**src/hdl/stop_ctrl_regs.svh**
```systemverilog
// register offsets, field positions, reset values and timing counts of the stop-condition controller
// assumes a 32-bit classic wishbone slave with word-aligned registers
`ifndef STOP_CTRL_REGS_SVH
`define STOP_CTRL_REGS_SVH
`define CTRL_OFFSET 8'h00
`define STAT_OFFSET 8'h04
`define CLKDIV_OFFSET 8'h08
`define CTRL_CHANNEL_ENABLE 0
`define CTRL_START_TRIGGER 1
`define CTRL_STOP_TRIGGER 2
`define CTRL_ACKNOWLEDGE_ENABLE 3
`define CTRL_WAIT_TIMING_SELECT 4
`define CTRL_BUS_RELEASE_COMMAND 5
`define CTRL_RESERVATION_DISABLE 6
`define CTRL_WAIT_RELEASE 7
`define CTRL_TRANSMIT 8
`define STAT_MASTER_STATUS 0
`define STAT_TRANSMIT_STATUS 1
`define STAT_WAITING 2
`define STAT_STOP_SEEN 3
`define STAT_ARB_LOST 4
`define STAT_STOP_TRIGGER 5
`define STAT_BUS_BUSY 6
`define STAT_BIT_COUNT 10:7
`define CTRL_RESET 32'h0000_0000
`define CLKDIV_RESET 16'h0019
`define STOP_HOLD_NS 4000
`define CLOCK_NS 40
`define STOP_HOLD_CYCLES ((`STOP_HOLD_NS + `CLOCK_NS - 1) / `CLOCK_NS)
`endif

```
**src/hdl/stop_ctrl_pkg.sv**
```systemverilog
// types shared by the stop-condition controller modules
// assumes the header of constants for offsets and counts
package stop_ctrl_pkg;
  typedef enum logic [2:0] {
    BusIdle, BitLow, BitHigh, WaitHold, StartHigh, StopLow, StopHigh, StopDone
  } bus_state_t;
endpackage : stop_ctrl_pkg

```
**src/hdl/line_sync_if.sv**
```systemverilog
// synchronised view of the two serial lines, shared between sampler and controller
// assumes both ends on the same clock
`timescale 1ns/10ps
interface line_sync_if;
  logic sclIn;
  logic sdaIn;
  logic startSeen;
  logic stopSeen;
  modport sampler (output sclIn, output sdaIn, output startSeen, output stopSeen);
  modport user (input sclIn, input sdaIn, input startSeen, input stopSeen);
endinterface : line_sync_if

```
**src/hdl/stop_ctrl.sv**
```systemverilog
// stop-condition trigger logic of one two-wire bus master channel, with a wishbone register slave
// assumes open-drain lines resolved outside; registers on the system clock, lines sampled twice
//
// Summary of operation
// - on stop trigger in a wait: drive data low, release clock, wait hold time, release data
// - no stop condition is produced while the stop trigger is zero
// - wait timing zero and stop in eight-clock wait: stop straight from the wait, no ninth clock; stop set after wait release: stop in ninth clock high
// - once set, further writes of one to the stop trigger are ignored
// - stop trigger clears on a detected stop condition and on arbitration loss
// - stop trigger clears on reset, bus release command and channel disabled
// - when transmitting, wait release ends the ninth-clock wait, clears transmit, frees data
// - the stop trigger reads zero right after it was written
// - master status sets on start, clears on stop, arbitration loss, release, disable
`timescale 1ns/10ps
`include "stop_ctrl_regs.svh"
module stop_ctrl
  import stop_ctrl_pkg::*;
#(
  parameter int HOLD_CYCLES = `STOP_HOLD_CYCLES
) (
  input wire logic clock,
  input wire logic rst_n,
  input wire logic wb_cyc_i,
  input wire logic wb_stb_i,
  input wire logic wb_we_i,
  input wire logic [7:0] wb_adr_i,
  input wire logic [3:0] wb_sel_i,
  input wire logic [31:0] wb_dat_i,
  output logic [31:0] wb_dat_o,
  output logic wb_ack_o,
  input wire logic sclPin,
  input wire logic sdaPin,
  output logic sclOe,
  output logic sdaOe
);
  line_sync_if lines ();
  line_sampler sampler (.clock(clock), .rst_n(rst_n), .sclPin(sclPin), .sdaPin(sdaPin), .lines(lines));

  bus_state_t state_q, state_d;
  logic chanEn_q, chanEn_d, startTrig_q, startTrig_d, stopTrig_q, stopTrig_d;
  logic acknowledge_enable_q, acknowledge_enable_d, waitTiming_q, waitTiming_d, resvDis_q, resvDis_d;
  logic master_q, master_d, transmit_q, transmit_d, waiting_q, waiting_d;
  logic stopSeen_q, stopSeen_d, arbLost_q, arbLost_d, busy_q, busy_d;
  logic sclOe_q, sclOe_d, sdaOe_q, sdaOe_d, ack_q, ack_d, readBack_q, readBack_d;
  logic [31:0] dat_q, dat_d;
  logic [15:0] div_q, div_d, cnt_q, cnt_d;
  logic [3:0] bits_q, bits_d;
  logic [7:0] shift_q, shift_d;
  logic wr, rd, ctrlWr, relCmd, waitRel;

  function automatic logic hit(input logic [7:0] adr, input logic [7:0] off);
    return adr == off;
  endfunction : hit

  assign wr = wb_cyc_i & wb_stb_i & wb_we_i & ~ack_q;
  assign rd = wb_cyc_i & wb_stb_i & ~wb_we_i & ~ack_q;
  assign ctrlWr = wr & hit(wb_adr_i, `CTRL_OFFSET) & wb_sel_i[0] & wb_sel_i[1];
  assign relCmd = ctrlWr & wb_dat_i[`CTRL_BUS_RELEASE_COMMAND];
  assign waitRel = ctrlWr & wb_dat_i[`CTRL_WAIT_RELEASE];

  // register slave and control bits
  always_comb begin
    chanEn_d = chanEn_q;
    acknowledge_enable_d = acknowledge_enable_q;
    waitTiming_d = waitTiming_q;
    resvDis_d = resvDis_q;
    div_d = div_q;
    startTrig_d = startTrig_q;
    stopTrig_d = stopTrig_q;
    readBack_d = readBack_q & ~rd;
    ack_d = wb_cyc_i & wb_stb_i & ~ack_q;
    dat_d = 32'h0000_0000;
    if (ctrlWr) begin
      chanEn_d = wb_dat_i[`CTRL_CHANNEL_ENABLE];
      acknowledge_enable_d = wb_dat_i[`CTRL_ACKNOWLEDGE_ENABLE];
      waitTiming_d = wb_dat_i[`CTRL_WAIT_TIMING_SELECT];
      resvDis_d = wb_dat_i[`CTRL_RESERVATION_DISABLE];
      readBack_d = 1'b1;
      if (wb_dat_i[`CTRL_START_TRIGGER] && !startTrig_q) begin
        startTrig_d = 1'b1;
      end
      if (wb_dat_i[`CTRL_STOP_TRIGGER] && !stopTrig_q) begin
        stopTrig_d = 1'b1;
      end
    end
    if (wr && hit(wb_adr_i, `CLKDIV_OFFSET) && wb_sel_i[0] && wb_sel_i[1]) begin
      div_d = wb_dat_i[15:0];
    end
    if (state_q == StartHigh && cnt_q == 16'h0000) begin
      startTrig_d = 1'b0;
    end
    if (lines.stopSeen || arbLost_d && !arbLost_q) begin
      stopTrig_d = 1'b0;
      startTrig_d = 1'b0;
    end
    if (relCmd || !chanEn_d) begin
      stopTrig_d = 1'b0;
      startTrig_d = 1'b0;
    end
    if (rd) begin
      if (hit(wb_adr_i, `CTRL_OFFSET)) begin
        dat_d[`CTRL_CHANNEL_ENABLE] = chanEn_q;
        dat_d[`CTRL_START_TRIGGER] = startTrig_q & ~readBack_q;
        dat_d[`CTRL_STOP_TRIGGER] = stopTrig_q & ~readBack_q;
        dat_d[`CTRL_ACKNOWLEDGE_ENABLE] = acknowledge_enable_q;
        dat_d[`CTRL_WAIT_TIMING_SELECT] = waitTiming_q;
        dat_d[`CTRL_RESERVATION_DISABLE] = resvDis_q;
      end else if (hit(wb_adr_i, `STAT_OFFSET)) begin
        dat_d[`STAT_MASTER_STATUS] = master_q;
        dat_d[`STAT_TRANSMIT_STATUS] = transmit_q;
        dat_d[`STAT_WAITING] = waiting_q;
        dat_d[`STAT_STOP_SEEN] = stopSeen_q;
        dat_d[`STAT_ARB_LOST] = arbLost_q;
        dat_d[`STAT_STOP_TRIGGER] = stopTrig_q;
        dat_d[`STAT_BUS_BUSY] = busy_q;
        dat_d[`STAT_BIT_COUNT] = bits_q;
      end else if (hit(wb_adr_i, `CLKDIV_OFFSET)) begin
        dat_d[15:0] = div_q;
      end
    end
  end

  // bus sequencer: bit clocking, waits, start and stop generation
  always_comb begin
    state_d = state_q;
    cnt_d = cnt_q == 16'h0000 ? 16'h0000 : cnt_q - 16'h0001;
    bits_d = bits_q;
    shift_d = shift_q;
    sclOe_d = sclOe_q;
    sdaOe_d = sdaOe_q;
    master_d = master_q;
    transmit_d = transmit_q;
    waiting_d = waiting_q;
    arbLost_d = arbLost_q;
    stopSeen_d = stopSeen_q | lines.stopSeen;
    busy_d = lines.startSeen ? 1'b1 : (lines.stopSeen ? 1'b0 : busy_q);
    if (rd && hit(wb_adr_i, `STAT_OFFSET)) begin
      stopSeen_d = lines.stopSeen;
      arbLost_d = 1'b0;
    end
    if (ctrlWr && wb_dat_i[`CTRL_TRANSMIT]) begin
      transmit_d = 1'b1;
      shift_d = wb_dat_i[31:24];
    end
    unique case (state_q)
      BusIdle: begin
        sclOe_d = 1'b0;
        if (startTrig_q && !busy_q && !stopTrig_q) begin
          sdaOe_d = 1'b1;
          cnt_d = div_q;
          state_d = StartHigh;
        end else if (stopTrig_q && master_q) begin
          state_d = StopLow;
          cnt_d = div_q;
        end
      end
      StartHigh: if (cnt_q == 16'h0000) begin
        sclOe_d = 1'b1;
        master_d = 1'b1;
        bits_d = 4'h0;
        cnt_d = div_q;
        state_d = BitLow;
      end
      BitLow: if (cnt_q != 16'h0000) begin
        // data changes only while the clock is held low
        sdaOe_d = bits_q == 4'h8 ? ~transmit_q & acknowledge_enable_q : transmit_q & ~shift_q[7];
      end else begin
        sclOe_d = 1'b0;
        cnt_d = div_q;
        state_d = BitHigh;
        if (bits_q == 4'h8 && stopTrig_q && !waitTiming_q) begin
          sdaOe_d = 1'b1;
          state_d = StopHigh;
        end
      end
      BitHigh: if (lines.sclIn && cnt_q == 16'h0000) begin
        if (transmit_q && !sdaOe_q && !lines.sdaIn && bits_q < 4'h8 && shift_q[7]) begin
          arbLost_d = 1'b1;
          master_d = 1'b0;
          sclOe_d = 1'b0;
          state_d = BusIdle;
        end else begin
          sclOe_d = 1'b1;
          bits_d = bits_q + 4'h1;
          shift_d = {shift_q[6:0], 1'b1};
          cnt_d = div_q;
          state_d = BitLow;
          if (bits_q == 4'h7 && !waitTiming_q || bits_q == 4'h8) begin
            waiting_d = 1'b1;
            state_d = WaitHold;
          end
        end
      end
      WaitHold: begin
        sclOe_d = 1'b1;
        if (stopTrig_q) begin
          sdaOe_d = 1'b1;
          cnt_d = div_q;
          waiting_d = 1'b0;
          state_d = StopLow;
        end else if (waitRel) begin
          waiting_d = 1'b0;
          if (bits_q == 4'h9) begin
            bits_d = 4'h0;
          end
          if (transmit_q && bits_q == 4'h9) begin
            transmit_d = 1'b0;
            sdaOe_d = 1'b0;
          end
          cnt_d = div_q;
          state_d = BitLow;
        end
      end
      StopLow: if (cnt_q == 16'h0000 && stopTrig_q) begin
        sdaOe_d = 1'b1;
        sclOe_d = 1'b0;
        cnt_d = 16'(HOLD_CYCLES);
        state_d = StopHigh;
      end
      StopHigh: if (lines.sclIn && cnt_q == 16'h0000) begin
        sdaOe_d = 1'b0;
        state_d = StopDone;
      end
      StopDone: if (lines.stopSeen || !stopTrig_q) begin
        state_d = BusIdle;
      end
    endcase
    if (lines.stopSeen) begin
      master_d = 1'b0;
    end
    if (relCmd || !chanEn_q) begin
      master_d = 1'b0;
      transmit_d = 1'b0;
      waiting_d = 1'b0;
      sclOe_d = 1'b0;
      sdaOe_d = 1'b0;
      state_d = BusIdle;
    end
  end

  always_ff @(posedge clock or negedge rst_n) begin
    if (!rst_n) begin
      chanEn_q <= 1'b0;
      acknowledge_enable_q <= 1'b0;
      waitTiming_q <= 1'b0;
      resvDis_q <= 1'b0;
      startTrig_q <= 1'b0;
      stopTrig_q <= 1'b0;
      div_q <= `CLKDIV_RESET;
      readBack_q <= 1'b0;
      ack_q <= 1'b0;
      dat_q <= `CTRL_RESET;
    end else begin
      chanEn_q <= chanEn_d;
      acknowledge_enable_q <= acknowledge_enable_d;
      waitTiming_q <= waitTiming_d;
      resvDis_q <= resvDis_d;
      startTrig_q <= startTrig_d;
      stopTrig_q <= stopTrig_d;
      div_q <= div_d;
      readBack_q <= readBack_d;
      ack_q <= ack_d;
      dat_q <= dat_d;
    end
  end

  always_ff @(posedge clock or negedge rst_n) begin
    if (!rst_n) begin
      state_q <= BusIdle;
      cnt_q <= 16'h0000;
      bits_q <= 4'h0;
      shift_q <= 8'h00;
      sclOe_q <= 1'b0;
      sdaOe_q <= 1'b0;
      master_q <= 1'b0;
      transmit_q <= 1'b0;
      waiting_q <= 1'b0;
      arbLost_q <= 1'b0;
      stopSeen_q <= 1'b0;
      busy_q <= 1'b0;
    end else begin
      state_q <= state_d;
      cnt_q <= cnt_d;
      bits_q <= bits_d;
      shift_q <= shift_d;
      sclOe_q <= sclOe_d;
      sdaOe_q <= sdaOe_d;
      master_q <= master_d;
      transmit_q <= transmit_d;
      waiting_q <= waiting_d;
      arbLost_q <= arbLost_d;
      stopSeen_q <= stopSeen_d;
      busy_q <= busy_d;
    end
  end

  assign wb_ack_o = ack_q;
  assign wb_dat_o = dat_q;
  assign sclOe = sclOe_q;
  assign sdaOe = sdaOe_q;
endmodule : stop_ctrl

```
**src/hdl/line_sampler.sv**
```systemverilog
// two-flop synchroniser for the clock and data lines plus start and stop detection
// assumes pins asynchronous to clock; idle lines are high
`timescale 1ns/10ps
module line_sampler (
  input wire logic clock,
  input wire logic rst_n,
  input wire logic sclPin,
  input wire logic sdaPin,
  line_sync_if.sampler lines
);
  logic [1:0] sclMeta_q, sclMeta_d;
  logic [1:0] sdaMeta_q, sdaMeta_d;
  logic sdaLast_q, sdaLast_d;

  always_comb begin
    sclMeta_d = {sclMeta_q[0], sclPin};
    sdaMeta_d = {sdaMeta_q[0], sdaPin};
    sdaLast_d = sdaMeta_q[1];
  end

  always_ff @(posedge clock or negedge rst_n) begin
    if (!rst_n) begin
      sclMeta_q <= 2'h3;
      sdaMeta_q <= 2'h3;
      sdaLast_q <= 1'b1;
    end else begin
      sclMeta_q <= sclMeta_d;
      sdaMeta_q <= sdaMeta_d;
      sdaLast_q <= sdaLast_d;
    end
  end

  assign lines.sclIn = sclMeta_q[1];
  assign lines.sdaIn = sdaMeta_q[1];
  assign lines.startSeen = sclMeta_q[1] & sdaLast_q & ~sdaMeta_q[1];
  assign lines.stopSeen = sclMeta_q[1] & ~sdaLast_q & sdaMeta_q[1];
endmodule : line_sampler

```
**config.mk**
```make
export PLATFORM = sky130hd
export DESIGN_NAME = stop_ctrl
export DESIGN_NICKNAME = d
export VERILOG_FILES = /design/src/hdl/stop_ctrl_pkg.sv /design/src/hdl/line_sync_if.sv /design/src/hdl/stop_ctrl.sv /design/src/hdl/line_sampler.sv
export VERILOG_INCLUDE_DIRS = /design/src /design/src/hdl
export SDC_FILE = /design/constraint.sdc
export NUM_CORES = 1
export LEC_CHECK = 0
export ABC_CLOCK_PERIOD_IN_PS = 2900
export BUFFER_PORTS_ARGS = -buffer_cell sky130_fd_sc_hd__buf_2
export CAP_MARGIN = 20
export CORE_ASPECT_RATIO = 1.2
export CORE_MARGIN = 10
export CORE_UTILIZATION = 55
export CTS_CLUSTER_SIZE = 14
export DETAILED_ROUTE_END_ITERATION = 10
export MAX_ROUTING_LAYER = met4
export PLACE_DENSITY = 0.79
export SLEW_MARGIN = 15
export SYNTH_ARGS = -nofsm -noshare
export SYNTH_HDL_FRONTEND = slang
export SYNTH_SLANG_ARGS = --single-unit
```
**constraint.sdc**
```tcl
create_clock -name clock -period 2.9 [get_ports clock]
set_input_delay 0 -clock clock [delete_from_list [all_inputs] [get_ports clock]]
set_output_delay 0 -clock clock [all_outputs]
set_load 0.005 [all_outputs]
```
-- After elaboration in Yosys (flattened, before gate mapping)
Cells that the tools add are included.
- $add $sub $neg: 2
- $mul: 0
- div/mod/pow operators: 0
- magnitude comparators: 1
- eq/ne operators: 34
- shifts and indexed selects: 0
- multiplexer cells: 99
- bitwise operators: 29
- reductions and logical operators: 58
- operators with widths (cell ; count):
    2-to-1 mux 16 bit ; 12
    one-hot mux 16 bit (6 select lines) ; 1
    2-to-1 mux 1 bit ; 52
    2-to-1 mux 3 bit ; 12
    2-to-1 mux 8 bit ; 4
    2-to-1 mux 4 bit ; 6
    != test 3 bit (second input constant) ; 8
    != test 4 bit (second input constant) ; 6
    one-hot mux 3 bit (8 select lines) ; 1
    logical AND 1 bit ; 22
    bitwise AND 1 bit ; 20
    logical NOT 16 bit ; 1
    nonzero test 16 bit ; 1
    subtractor 16 x 1 -> 16 bit (second input constant) ; 1
    AND reduction 7 bit ; 2
    == test 3 bit (second input constant) ; 4
    one-hot mux 4 bit (3 select lines) ; 1
    nonzero test 3 bit ; 4
    nonzero test 4 bit ; 3
    2-to-1 mux 11 bit ; 1
    2-to-1 mux 5 bit ; 2
    != test 2 bit (second input constant) ; 5
    AND reduction 5 bit ; 2
    logical NOT 1 bit ; 9
    other kinds (27) ; 43
- flip-flop bits (word level): 84
- latch bits: 0
- bits in writable memories: 0
- memory bits (read-only): 0
- bits of input ports: 51
- memories kept: 0

-- Logic depth before layout (Yosys ltp)
- depth after elaboration: 13
- gate-level depth with buffers: 11

-- Hierarchy
A second synthesis with hierarchy kept.
- cell total of the unflattened synthesis: 433
- area total of the unflattened synthesis: 4433.0 sq um
- modules (own cells, without submodules) (module ; times used ; cells an instance ; area an instance (sq um) ; sequential area each (sq um)):
    stop_ctrl ; 1 ; 426 ; 4284.1 ; 1980.6
    line_sampler ; 1 ; 7 ; 148.9 ; 131.4

-- Worst setup path before layout
No wires, ideal clock.
- kind: register -> register
- start point: reg cnt_q[0]
- end point: reg state_q[1]
- setup time: 0.122 ns
- arrival time: 2.071 ns
- setup slack: 0.707 ns
- cell stages (with the launch flop): 10
- clock period less this slack: 2.193 ns
- cell sequence: dfrtp_1 inv_1 ha_1 nor2b_1 and3_1 clkbuf_1 o311a_1 a2bb2oi_1 o211ai_1 a32o_1
- cells in the longest elaborated chain, start to end: 4
- elaborated cells on any way between the ends: 10
- those cells by class: eq/ne: 5; reduce/logical: 5
- ends and longest elaborated chain (item ; line ; RTL):
    from (decl) ; stop_ctrl.sv:46 ; logic [15:0] div_q, div_d, cnt_q, cnt_d;
    from (signal assigned) ; stop_ctrl.sv:283 ; cnt_q <= cnt_d;
    logical NOT 16 bit ; - ;
    logical AND 1 bit, on equally long branches ; stop_ctrl.sv:214, stop_ctrl.sv:176, stop_ctrl.sv:220 ;
    != test 3 bit (no line) ; - ;
    AND reduction 8 bit (no line) (*) ; - ;
    to (signal assigned) ; stop_ctrl.sv:269 ; state_q <= BusIdle;
    to (signal assigned) ; stop_ctrl.sv:282 ; state_q <= state_d;
    to (decl) ; stop_ctrl.sv:39 ; bus_state_t state_q, state_d;
Every way passes the cells marked *; elsewhere a longest branch is shown, timed or not.
A chain may end at the register's enable or synchronous reset.

-- Worst setup path in the final report
- start point: in wb_adr_i[2]
- end point: reg cnt_q[10]
- cells in the longest elaborated chain, start to end: 8
- ends and longest elaborated chain (item ; line ; RTL):
    from (decl) ; stop_ctrl.sv:26 ; input wire logic [7:0] wb_adr_i,
    logical NOT 8 bit ; stop_ctrl.sv:52 ; return adr == off;
    bitwise AND 1 bit (3 in a row) ; stop_ctrl.sv:57 ; assign ctrlWr = wr & hit(wb_adr_i, `CTRL_OFFSET) & wb_sel_i[0] & wb_sel_i[1];
    bitwise AND 1 bit ; stop_ctrl.sv:59 ; assign waitRel = ctrlWr & wb_dat_i[`CTRL_WAIT_RELEASE];
    2-to-1 mux 16 bit ; stop_ctrl.sv:201 ; end else if (waitRel) begin
    2-to-1 mux 16 bit ; stop_ctrl.sv:196 ; if (stopTrig_q) begin
    one-hot mux 16 bit (6 select lines) ; stop_ctrl.sv:145 ; unique case (state_q)
    named net cnt_d[10] ; stop_ctrl.sv:46 ;
The timed path passes the listed nets, and every way through them passes these cells.

==> flow_summary.toml <==
[hold_path]
hold_path_class = "input pin to flip-flop"
holdPathStages = 2

[finish]
final_area_sq_um = 5350
layout.nets = 590
post-route-util_pct = 69.0
layout-drive-gt1-share_pct = 23.0
area_growth_pct = 20.8
finalNonFillerCells = 633

[clocking]
cts_inserted_buffers = 9
tritoncts = "done"
clock_path_buffers = 2
postCtsSetupBuffers = 0
clock_sinks = 84
cts_resized = 0
root_buffer = "clkbuf_8"
worstSkewPairLatency_ns = 0.36
htreeDepth = 3
cts.clk_slew.worst_paths_ns = 0.08

[place]
dp_hpwl_mm = 8.88
post_dp_cell_area_sq_um = 4780
port_buffers = 59
gp_congestion = 0.986
pre_cts_ws_ns = 0.470
place_inst = 585

[sta]
drv_slew = 0
setup_viol = 0
hold_viol = 0
hold_slack_ns = 0.0361
rsz0062_at_grt = "false"
layout_setup_ws_ns = 0.389
fin_crit_ns = 2.51
slew_headroom_pct = 55.1
fmax_ghz = 0.398
timing_worst_slew_pin_value_ns = 0.672
fin_setup_tns_ns = 0
period_share_pct = 86.6
finClkSkew_ns = 0.0115

[synth]
ys_async_sr_fraction_pct = 100
synth.area.top_cells = "dfrtp_1 (43%), dfstp_2 (4.7%), mux2_2 (4.1%), o21ai_0 (3.7%), nand2_1 (3.2%)"
synthCells = 443
yosysTopAreaCell = "dfrtp_1"
syn_area_sq_um = 4430
seq_area_frac_synth_pct = 47.7
synth_most_common_cell = "dfrtp_1"
yosys_warnings = 0
synthTopCellsByCount = "dfrtp_1 (76), nand2_1 (38), o21ai_0 (33)"
ys_ff_latch = 84
yosysUniqueCellTypes = 69
synth_top_area_share_pct = 43.0
syn_area_per_cell_sq_um = 9.99
synthFlopType = "dfrtp_1"
synth_edf_count = 0

[setup_path]
arrival_ns = 2.74
crit_slowest_cell = "or4_4"
crit_path_max_fanout = 11
critical_path_required_ns = 3.13
crit_cells = 8
crit_path_max_incr_delay_ns = 0.56
path_buf_inv = 2
endpoint_kind = "flip-flop"
setup.worst_path.start_class = "input pin"
path_cells = "dlygate4sd3_1 > buf_2 > or4_4 > nor4_4 > o21ai_2 > or3_4 > nand2_2 > o2bb2ai_1"
rr_worst_depth = 6
crit_family = "simple AND/OR/NAND/NOR gates"
criticalPathCategory = "input pin to flip-flop"

[floorplan]
coreArea_sq_um = 7750
ios = 86
initial_core_util_pct = 57.1
core.rowCount = 35
dieArea_sq_um = 12000
chipWidth_um = 102
die_h_um = 118

[power_and_ir_drop]
p_leak_nw = 2.46
power.density_nw_per_um2 = 442
peakVddDrop_mv = 0.361
power_mw = 2.36

[route]
post-route-drc-count = 0
firstDrtPassIters = 5
vias = 3841
wl_per_cell_um = 20.6
antenna_left = 0
drt_iter0_markers = 288
via_per_inst = 6.07
routed_wl_mm = 13.0

[run_status]
status = "finished, final reports clean"

[global_routing]
antenna_found_initial = 1
track_usage_pct = 21.9
grt_pass1_vias = 3900
grt_overflow = 0
grt_pass1_wl_mm = 20.3
grt_start_max_net_pins = 85

[run]
drv_cap = 0
[cells by family after synthesis]
group | Yosys count | synth area share, %
flops | 84 | 47.7
compound gates | 114 | 17.8
xor+xnor | 13 | 2.57
simple gates | 148 | 18.3
fa+ha+maj | 4 | 1.13
mux | 24 | 5.88
other cells | 1 | 0.0847
buf+inv | 55 | 6.56
[power breakdown]
part / internal (mW) / total [mW] / leakage (nW) / switching, mW
Clock: 0.578 / 1.01 / 0.118 / 0.436
Combinational: 0.0670 / 0.140 / 1.30 / 0.0728
Sequential: 1.19 / 1.21 / 1.04 / 0.0197
[area by class of cell]
type                            instances  area [sq um]
Sequential cell                        84          2110
Multi-Input combinational cell        319          2090
Clock buffer                           11           131
Inverter                               18          67.6
Tap cell                               92           115
Fill cell                             589          2410
Clock inverter                          5           108
Antenna cell                            1          2.50
Timing Repair Buffer                  103           723
[timing repair]
item	4_1_cts	5_1_grt
endpoints found under the setup margin	0	0
endpoints found under the hold margin	113	0
hold buffers	30	0
[path summary, 6_finish.rpt]
| kind | slack [ns] | from | end |
|---|---|---|---|
| max | 0.39 | wb_adr_i[2] | cnt_q[10] |
| min | 0.04 | wb_adr_i[3] | wb_dat_o[6] |
| max reg2reg | 0.42 | wb_ack_o | cnt_q[10] |
| min reg2reg | 0.36 | sampler.sclMeta_q[0] | sampler.sclMeta_q[1] |
| max in group asynchronous | 2.12 | rst_n | sampler.sclMeta_q[1] |
| min in group asynchronous | 0.14 | rst_n | div_q[15] |
[worst reg2reg max path, delay by kind of cell, from the launching register on]
kind               cells  cell delay [ns]
AOI/OAI and AO/OA      2             0.29
DFF                    1             0.38
and+or+nand+nor        4             1.68
[cell usage in the layout (no fill, tap or decap), types with 8 or more instances in the layout]
master,n
dfrtp_1,76
mux2_2,16
buf_2,58
dlygate4sd3_1,30
inv_1,17
clkbuf_8,9
mux2i_1,8
conb_1,16
nor2_1,29
nand3_1,13
dfstp_2,8
a21oi_1,18
nor3_1,11
o2bb2ai_1,12
nand2_1,38
nand2b_1,8
buf_4,14
o21ai_0,33
[flip-flops by register name (all words and copies together), names as in the netlist, 2 cells and up]
register,flops
bits_q,4
wb_dat_o,16
state_q,3
div_q,16
shift_q,8
sampler.sdaMeta_q,2
cnt_q,16
sampler.sclMeta_q,2
[routing by layer]
metal	GRT usage (%)	routed length, um	vias to the layer above
met5	-	0	-
met4	10.2	529	0
met3	5.71	937	46
met2	35.2	6630	194
met1	24.9	4940	1843
li1	-	-	1758
(Power assumes the default switching activity.)
